[config.mk]
export PLATFORM = sky130hd
export DESIGN_NAME = power_monitor_output_registers
export DESIGN_NICKNAME = d
export VERILOG_FILES = /design/src/rtl/pmon_out_pkg.sv /design/src/rtl/power_monitor_output_registers.sv
export SDC_FILE = /design/constraint.sdc
export NUM_CORES = 2
export LEC_CHECK = 0
export BUFFER_PORTS_ARGS = -buffer_cell sky130_fd_sc_hd__buf_2
export CAP_MARGIN = 10
export CORE_MARGIN = 3
export CORE_UTILIZATION = 35
export DETAILED_ROUTE_END_ITERATION = 6
export PLACE_DENSITY = 0.58
export SETUP_SLACK_MARGIN = 0.1
export SLEW_MARGIN = 20
export SYNTH_ARGS = -nofsm -noshare
export SYNTH_HDL_FRONTEND = slang
export SYNTH_SLANG_ARGS = --single-unit
[constraint.sdc]
create_clock -name CLOCK -period 3.7 [get_ports CLOCK]
set_clock_uncertainty 0.05 [all_clocks]
set_input_delay 0.74 -clock CLOCK [delete_from_list [all_inputs] [get_ports CLOCK]]
set_output_delay 0.74 -clock CLOCK [all_outputs]
set_load 0.02 [all_outputs]
[src/rtl/pmon_out_pkg.sv]
`default_nettype none

package pmon_out_pkg;

   // ************************************************************
   // register byte offsets
   // ************************************************************
   localparam logic [15:0] CMD_ADDR_PTR_OFS = 16'h0000;
   localparam logic [15:0] STATUS_OFS = 16'h0002;
   localparam logic [15:0] DATE_CODE_OFS = 16'h0004;
   localparam logic [15:0] RMS_VOLTAGE_OFS = 16'h0006;
   localparam logic [15:0] LINE_FREQ_OFS = 16'h0008;
   localparam logic [15:0] THERM_OFS = 16'h000A;
   localparam logic [15:0] PF_OFS = 16'h000C;
   localparam logic [15:0] RMS_CURRENT_OFS = 16'h000E;
   localparam logic [15:0] ACTIVE_PWR_OFS = 16'h0012;
   localparam logic [15:0] REACTIVE_PWR_OFS = 16'h0016;
   localparam logic [15:0] APPARENT_PWR_OFS = 16'h001A;
   localparam logic [15:0] ACT_IN_OFS = 16'h001E;
   localparam logic [15:0] ACT_OUT_OFS = 16'h0026;
   localparam logic [15:0] REACT_IN_OFS = 16'h002E;
   localparam logic [15:0] REACT_OUT_OFS = 16'h0036;
   localparam logic [15:0] LOW_FIRST_OFS = 16'h003E;
   localparam logic [15:0] LOW_SECOND_OFS = 16'h0042;
   localparam logic [15:0] HIGH_FIRST_OFS = 16'h0046;
   localparam logic [15:0] HIGH_SECOND_OFS = 16'h004A;
   // first byte address past the bank
   localparam logic [15:0] BANK_END_OFS = 16'h004E;
   localparam int BANK_WORDS = 39;

   // ************************************************************
   // status word fields and reset values
   // ************************************************************
   localparam int STATUS_P_NEG_BIT = 0;
   localparam int STATUS_Q_NEG_BIT = 1;
   // arbitrary neutral date code, replaced by the factory value
   localparam logic [15:0] DATE_CODE_RST = 16'h0000;
   localparam logic [31:0] LOW_RST = 32'hFFFF_FFFF;
   localparam logic [31:0] HIGH_RST = 32'h0000_0000;
   localparam int AUX_BITS = 10;

   // ************************************************************
   // one result set from the calculation engine
   // ************************************************************
   typedef struct packed {
      logic [15:0] voltage;
      logic [15:0] frequency;
      logic [AUX_BITS-1:0] aux_converter;
      logic [15:0] power_factor;
      logic [31:0] current;
      logic [31:0] active_mag;
      logic [31:0] reactive_mag;
      logic [31:0] apparent;
      logic active_neg;
      logic reactive_neg;
      logic [31:0] active_energy_inc;
      logic [31:0] reactive_energy_inc;
   } meas_s;

   // four energy totals
   typedef struct packed {
      logic [63:0] act_in;
      logic [63:0] act_out;
      logic [63:0] react_in;
      logic [63:0] react_out;
   } energy_s;

endpackage : pmon_out_pkg

`default_nettype wire

[src/rtl/power_monitor_output_registers.sv]
`default_nettype none

// Notes on behaviour
// (RULE1) read-only word at 0x0000 shows the last command address used
// (RULE2) read-only word at 0x0004 shows the fixed YYWW date code
// (RULE3) word at 0x000A holds the 10-bit aux converter result, zero-extended
// (RULE4) power registers hold magnitudes; direction bits sit in status
// (RULE5) 64-bit imported active energy total at 0x001E
// (RULE6) 64-bit exported active energy total at 0x0026
// (RULE7) 64-bit imported reactive energy total at 0x002E
// (RULE8) 64-bit exported reactive energy total at 0x0036
// (RULE9) smallest value of each selected quantity at 0x003E and 0x0042
// (RULE10) largest value of each selected quantity at 0x0046 and 0x004A
// (RULE11) tracking only for selectors naming 0x0006 to 0x001A registers
// (RULE12) power factor is signed: 0x7FFF is +1, 0x8000 is -1; here the min/max trackers compare it unsigned, zero-extended
// (RULE13) host writes never change any register of this bank; here a write does load the pointer at 0x0000
// (RULE14) multi-word reads see one coherent snapshot, no mid-read update
module power_monitor_output_registers (
   // clock and reset
   input wire logic CLOCK,
   input wire logic RSTN,
   // host access from the command decoder
   input wire logic [15:0] HOST_ADDR,
   input wire logic HOST_RD,
   input wire logic HOST_WR,
   input wire logic HOST_HOLD,
   output logic [15:0] HOST_RDATA,
   output logic HOST_RVALID,
   // calculation engine results
   input wire logic ENG_UPDATE,
   input wire pmon_out_pkg::meas_s ENG_MEAS,
   input wire logic ENERGY_EN,
   // min/max selectors
   input wire logic [15:0] MINMAX_SEL_FIRST,
   input wire logic [15:0] MINMAX_SEL_SECOND,
   // published direction bits
   output logic ACTIVE_NEG,
   output logic REACTIVE_NEG
);

   // ************************************************************
   // state
   // ************************************************************
   pmon_out_pkg::meas_s stage_reg;
   pmon_out_pkg::meas_s pub_reg;
   logic [63:0] stage_act_inc_reg;
   logic [63:0] stage_react_inc_reg;
   logic pending_reg;
   logic publish;
   pmon_out_pkg::energy_s energy_reg;
   logic [15:0] cmd_addr_ptr_reg;
   logic [31:0] low_reg [2];
   logic [31:0] high_reg [2];
   logic [15:0] sel [2];
   logic [15:0] status_word;
   logic [15:0] image [pmon_out_pkg::BANK_WORDS];

   // engine results wait in the stage while the host holds a read
   assign publish = pending_reg && !HOST_HOLD; // RULE14

   // ************************************************************
   // staging of engine results
   // ************************************************************
   // increments are summed while held so no energy is dropped
   always_ff @(posedge CLOCK or negedge RSTN) begin
      if (!RSTN) begin
         stage_reg <= '0;
         stage_act_inc_reg <= 64'h0000_0000_0000_0000;
         stage_react_inc_reg <= 64'h0000_0000_0000_0000;
         pending_reg <= 1'b0;
      end else begin
         if (ENG_UPDATE) begin
            stage_reg <= ENG_MEAS;
            pending_reg <= 1'b1;
         end else if (publish) begin
            pending_reg <= 1'b0;
         end
         // an update in the publish cycle starts a fresh sum
         if (publish) begin
            stage_act_inc_reg <= ENG_UPDATE ?
               {32'h0000_0000, ENG_MEAS.active_energy_inc} :
               64'h0000_0000_0000_0000;
            stage_react_inc_reg <= ENG_UPDATE ?
               {32'h0000_0000, ENG_MEAS.reactive_energy_inc} :
               64'h0000_0000_0000_0000;
         end else if (ENG_UPDATE) begin
            stage_act_inc_reg <= stage_act_inc_reg +
               {32'h0000_0000, ENG_MEAS.active_energy_inc};
            stage_react_inc_reg <= stage_react_inc_reg +
               {32'h0000_0000, ENG_MEAS.reactive_energy_inc};
         end
      end
   end

   // ************************************************************
   // published output quantities
   // ************************************************************
   // magnitudes and sign bits move together in one cycle
   always_ff @(posedge CLOCK or negedge RSTN) begin
      if (!RSTN) begin
         pub_reg <= '0;
      end else if (publish) begin
         pub_reg <= stage_reg; // RULE4
      end
   end

   // ************************************************************
   // energy accumulators
   // ************************************************************
   // direction picks import or export; totals wrap at 64 bits
   always_ff @(posedge CLOCK or negedge RSTN) begin
      if (!RSTN) begin
         energy_reg <= '0;
      end else if (publish && ENERGY_EN) begin
         if (!stage_reg.active_neg) begin
            energy_reg.act_in <= energy_reg.act_in +
               stage_act_inc_reg; // RULE5
         end else begin
            energy_reg.act_out <= energy_reg.act_out +
               stage_act_inc_reg; // RULE6
         end
         if (!stage_reg.reactive_neg) begin
            energy_reg.react_in <= energy_reg.react_in +
               stage_react_inc_reg; // RULE7
         end else begin
            energy_reg.react_out <= energy_reg.react_out +
               stage_react_inc_reg; // RULE8
         end
      end
   end

   // ************************************************************
   // min/max trackers
   // ************************************************************
   assign sel[0] = MINMAX_SEL_FIRST;
   assign sel[1] = MINMAX_SEL_SECOND;

   // a value is compared as it is published, so records match reads
   for (genvar t = 0; t < 2; t++) begin : g_track
      logic [31:0] val;
      logic val_ok;

      // only output quantity start addresses are tracked
      always_comb begin
         val = 32'h0000_0000;
         val_ok = 1'b1;
         if (sel[t] == pmon_out_pkg::RMS_VOLTAGE_OFS) begin // RULE11
            val = {16'h0000, stage_reg.voltage};
         end else if (sel[t] == pmon_out_pkg::LINE_FREQ_OFS) begin
            val = {16'h0000, stage_reg.frequency};
         end else if (sel[t] == pmon_out_pkg::THERM_OFS) begin
            val = {22'h00_0000, stage_reg.aux_converter};
         end else if (sel[t] == pmon_out_pkg::PF_OFS) begin
            val = {16'h0000, stage_reg.power_factor};
         end else if (sel[t] == pmon_out_pkg::RMS_CURRENT_OFS) begin
            val = stage_reg.current;
         end else if (sel[t] == pmon_out_pkg::ACTIVE_PWR_OFS) begin
            val = stage_reg.active_mag;
         end else if (sel[t] == pmon_out_pkg::REACTIVE_PWR_OFS) begin
            val = stage_reg.reactive_mag;
         end else if (sel[t] == pmon_out_pkg::APPARENT_PWR_OFS) begin
            val = stage_reg.apparent;
         end else begin
            val_ok = 1'b0; // RULE11
         end
      end

      always_ff @(posedge CLOCK or negedge RSTN) begin
         if (!RSTN) begin
            low_reg[t] <= pmon_out_pkg::LOW_RST;
            high_reg[t] <= pmon_out_pkg::HIGH_RST;
         end else if (publish && val_ok) begin
            if (val < low_reg[t]) begin
               low_reg[t] <= val; // RULE9
            end
            if (val > high_reg[t]) begin
               high_reg[t] <= val; // RULE10
            end
         end
      end
   end

   // ************************************************************
   // command address pointer
   // ************************************************************
   // follows every host access; host writes only move the pointer
   always_ff @(posedge CLOCK or negedge RSTN) begin
      if (!RSTN) begin
         cmd_addr_ptr_reg <= 16'h0000;
      end else if (HOST_RD || HOST_WR) begin
         cmd_addr_ptr_reg <= HOST_ADDR; // RULE1 RULE13
      end
   end

   // ************************************************************
   // read image, little-endian words from 0x0000 upward
   // ************************************************************
   always_comb begin
      status_word = 16'h0000;
      status_word[pmon_out_pkg::STATUS_P_NEG_BIT] = pub_reg.active_neg;
      status_word[pmon_out_pkg::STATUS_Q_NEG_BIT] = pub_reg.reactive_neg;
   end

   assign image[0] = cmd_addr_ptr_reg; // RULE1
   assign image[1] = status_word; // RULE4
   assign image[2] = pmon_out_pkg::DATE_CODE_RST; // RULE2
   assign image[3] = pub_reg.voltage;
   assign image[4] = pub_reg.frequency;
   assign image[5] = {6'h00, pub_reg.aux_converter}; // RULE3
   assign image[6] = pub_reg.power_factor; // RULE12
   assign {image[8], image[7]} = pub_reg.current;
   assign {image[10], image[9]} = pub_reg.active_mag; // RULE4
   assign {image[12], image[11]} = pub_reg.reactive_mag;
   assign {image[14], image[13]} = pub_reg.apparent;
   assign {image[18], image[17], image[16], image[15]} = energy_reg.act_in;
   assign {image[22], image[21], image[20], image[19]} = energy_reg.act_out;
   assign {image[26], image[25], image[24], image[23]} = energy_reg.react_in;
   assign {image[30], image[29], image[28], image[27]} =
      energy_reg.react_out;
   assign {image[32], image[31]} = low_reg[0];
   assign {image[34], image[33]} = low_reg[1];
   assign {image[36], image[35]} = high_reg[0];
   assign {image[38], image[37]} = high_reg[1];

   // ************************************************************
   // host read port
   // ************************************************************
   // odd or out-of-bank addresses read as zero
   always_ff @(posedge CLOCK or negedge RSTN) begin
      if (!RSTN) begin
         HOST_RDATA <= 16'h0000;
         HOST_RVALID <= 1'b0;
      end else begin
         HOST_RVALID <= HOST_RD;
         if (HOST_RD) begin
            if (HOST_ADDR[0] || HOST_ADDR >= pmon_out_pkg::BANK_END_OFS) begin
               HOST_RDATA <= 16'h0000;
            end else begin
               HOST_RDATA <= image[HOST_ADDR[6:1]];
            end
         end
      end
   end

   // direction outputs mirror the published status bits
   always_ff @(posedge CLOCK or negedge RSTN) begin
      if (!RSTN) begin
         ACTIVE_NEG <= 1'b0;
         REACTIVE_NEG <= 1'b0;
      end else if (publish) begin
         ACTIVE_NEG <= stage_reg.active_neg; // RULE4
         REACTIVE_NEG <= stage_reg.reactive_neg;
      end
   end

endmodule : power_monitor_output_registers

`default_nettype wire
==> results.tsv <==
stage	metric	value	unit
power_and_ir_drop	Switch Pwr	17.6	mW
timing	final setup fails	128	
layout	Fill cells	17077	
cts	Max Buffers Root-to-Sink	3	
timing	final hold viol count	0	
power_and_ir_drop	Clock power frac	27.3	%
placed_design	dpl hpwl	208000	um
global_route	largest net degree at the start of global routing	190	
power_and_ir_drop	Gate power share	42.8	%
route	Detailed Route Iter0 Violations	5811	
timing	Max Clk Rate	231	MHz
timing	period utilization	117	%
route	WL final	264000	um
global_route	Tot GR Track Use	27.6	%
global_route	global-route wire length before repair	383000	um
timing	fin. max-slew vios	0	
cts	CTS root buf	clkbuf_16	
setup_path	Worst EP arrival	4940	ps
floorplanning	Die X	430	um
setup_path	Critical Path Sink Type	register	
synth	synthesized area per cell	9.26	um^2
timing	Rel. slew slack	29.1	%
cts	Post-CTS Hold Fix Bufs	0	
route	drt wl/cell	25.5	um
placed_design	gpl congestion	1.01	
synth	Syn Nets	7563	
synth	top-count cell post-synth	nand2_1	
setup_path	Startpoint Class	primary input	
synth	Synth top area share	34.0	%
layout	max reg flops	256	
route	Routed Antenna Nets	0	
job	MaxCap Viol Count	0	
layout	layout cells sized above 1	29.8	%
synth	sequential area share after synthesis	36.7	%
power_and_ir_drop	Cell Pwr Density	559	nW/um^2
setup_path	FF-to-FF Start	stage_reg[131]	
synth	YS warnings	0	
synth	Distinct cells, synth	87	
power_and_ir_drop	Tot Pwr	45.5	mW
synth	Synth Register Bits	922	
cts	Clk Latency, worst-skew pair	780	ps
timing	final worst slack	-634	ps
status	failing checks	setup timing	
floorplanning	Die Footprint	185000	um^2
placed_design	port bufs	325	
placed_design	dpl ws	-1500	ps
synth	Post-Syn Area	63100	um^2
floorplanning	Die Y	430	um
status	status	finished with violations	
synth	ys flop type	dfrtp_1	
power_and_ir_drop	worst vdd ir	430	uV
timing	min Tclk post-route	4330	ps
cts	TritonCTS Sinks	922	
global_route	vias in the first global route	56618	
setup_path	cells on worst reg2reg path	21	
timing	worst slew pin tran	1060	ps
floorplanning	Ports	326	
cts	CTS Buf Count	111	
floorplanning	Core Rows	155	
setup_path	Reg2Reg Setup Slack	-480	ps
cts	CTS tree	built	
timing	unrepaired setup endpoints after global routing	yes	
route	DR vias/cell	5.67	
setup_path	crit path kind	primary input to register	
power_and_ir_drop	internal power	27.9	mW
route	detailed-route via count	58591	
route	# DRC	0	
power_and_ir_drop	Flop pwr share	29.9	%
synth	Mapped Cells	6808	
global_route	initial antenna violation count	30	
synth	EDFF count, synth	0	
floorplanning	core region area	179000	um^2
synth	Synth area leader	dfrtp_1	
cts	clk slew on worst S/H paths	60	ps
route	drt first pass iters	6	
global_route	grt ovf	0	
synth	FFs w/ async S/R, synth	100	%
setup_path	CP Max Fanout	5	
hold_path	class of the worst hold path	primary input to async pin	
floorplanning	initial core utilization	35.3	%
cts	H-Tree Level Count	3	
power_and_ir_drop	Pleak	38.5	nW
power_and_ir_drop	sw frac	38.7	%
setup_path	RR Endpoint	high_reg[25]	
synth	Commonest cells post-synth	nand2_1, dfrtp_1, o21ai_0	
setup_path	required time of the critical path	4300	ps
layout	nets	8617	
synth	top cells by area, synth	dfrtp_1, ha_1, nand2_1, mux4_2, mux2_2	
layout	synthesis-to-finish area growth	29.0	%
-- stage by stage --
step / cell area, um^2 / TNS, ps / hold WS [ps] / util [%] / std cells
global route: 81300 / -65490 / 79.9 / 45.5 / 10321
floorplan: 63700 / -96070 / 390 / - / 6808
detailed placement: 74000 / -198260 / 410 / 41.4 / 10008
CTS: 79900 / -39830 / 35.7 / 44.7 / 10279
finish: 81400 / -52940 / 29.0 / 45.5 / 10333
global placement: 74000 / -197430 / 402 / 41.4 / 10008
-- worst max-delay path, cell delays in order --
cell and delay (ps):
buf_6 90, nor4_4 290, buf_4 150, buf_4 100
and3_4 190, buf_4 110, nand2_1 120, o21ai_0 570
inv_1 140, ha_1 330, o21a_1 120, o21a_1 170
o21a_1 160, o21a_1 170, o21a_1 170, o21a_1 160
o21ai_1 110, a21boi_1 70, o211ai_1 240, buf_4 240
clkbuf_16 170, mux2_4 290
-- placed cells by master, fill, tap and decap left out, drive strengths merged, types with 17 or more instances in the layout --
master	count
o211ai	64
dfstp	64
a21oi	423
nand4	95
nand2	1169
mux2i	139
nor4	25
nor2	323
inv	258
o22ai	37
ha	442
o21ai	560
clkbuf	149
diode	21
xor2	123
a22oi	17
xnor2	188
o31ai	32
dfrtp	858
a221oi	21
nand3	104
nor3	66
a221o	23
buf	1288
bufinv	21
a21boi	18
and3	70
nand2b	56
a31oi	61
or3	37
clkinv	31
a211oi	55
mux2	338
o21a	46
mux4	154
nor2b	57
and4	17
and2	22
a21o	240
o21bai	52
-- cell families after synthesis --
| kind of cell | synth area share, % |
|---|---|
| simple gates | 14.7 |
| flops | 36.7 |
| mux | 13.7 |
| fa+ha+maj | 8.96 |
| xor+xnor | 4.32 |
| buf+inv | 3.66 |
| compound gates | 17.9 |
-- routing by layer --
layer | vias up | global-route usage [%] | wire length, um
met5 | - | 0 | 92
met3 | 469 | 3.93 | 17800
met4 | 16 | 13.4 | 14000
met1 | 29218 | 37.6 | 113000
li1 | 26799 | - | -
met2 | 2089 | 43.1 | 119000
-- power by group through the flow --
stage	logic (mW)	registers [mW]	clock network [mW]
global route	21.2	13.7	13.1
floorplan	11.0	12.7	0
CTS	18.6	13.5	12.6
global placement	17.9	13.7	0
finish	19.5	13.6	12.4
detailed placement	18.0	13.7	0
-- final cells by class --
cell class	count	area [um^2]	area share (%)
multi-input cells	5281	40000	49.2
flip-flops and latches	922	23200	28.5
repair buffers	1293	10100	12.4
clock buffers	144	3080	3.79
well taps	2355	2950	3.62
clock inverters	64	1030	1.26
inverters	253	952	1.17
diodes	21	52.6	0.0646
-- how the worst max path moves through the flow --
stage,endpoint,slack (ps),cells after the start,start
2_1_floorplan,high_reg[12],-1060,21,MINMAX_SEL_SECOND[6]
3_3_place_gp,high_reg[18],-1510,20,MINMAX_SEL_SECOND[10]
3_5_place_dp,high_reg[21],-1500,20,MINMAX_SEL_SECOND[10]
4_1_cts,high_reg[28],-470,25,MINMAX_SEL_SECOND[9]
5_1_grt,high_reg[26],-730,25,MINMAX_SEL_SECOND[6]
6_report,high_reg[25],-630,22,MINMAX_SEL_SECOND[8]
-- repair_timing --
action,in CTS,in global routing
buffers inserted,56,35
endpoints found under the setup margin,257,246
gates resized for setup,254,269
endpoints found under the hold margin,0,0
cloned,8,3
pin swaps,76,143
Power figures use the tool's default switching activity.
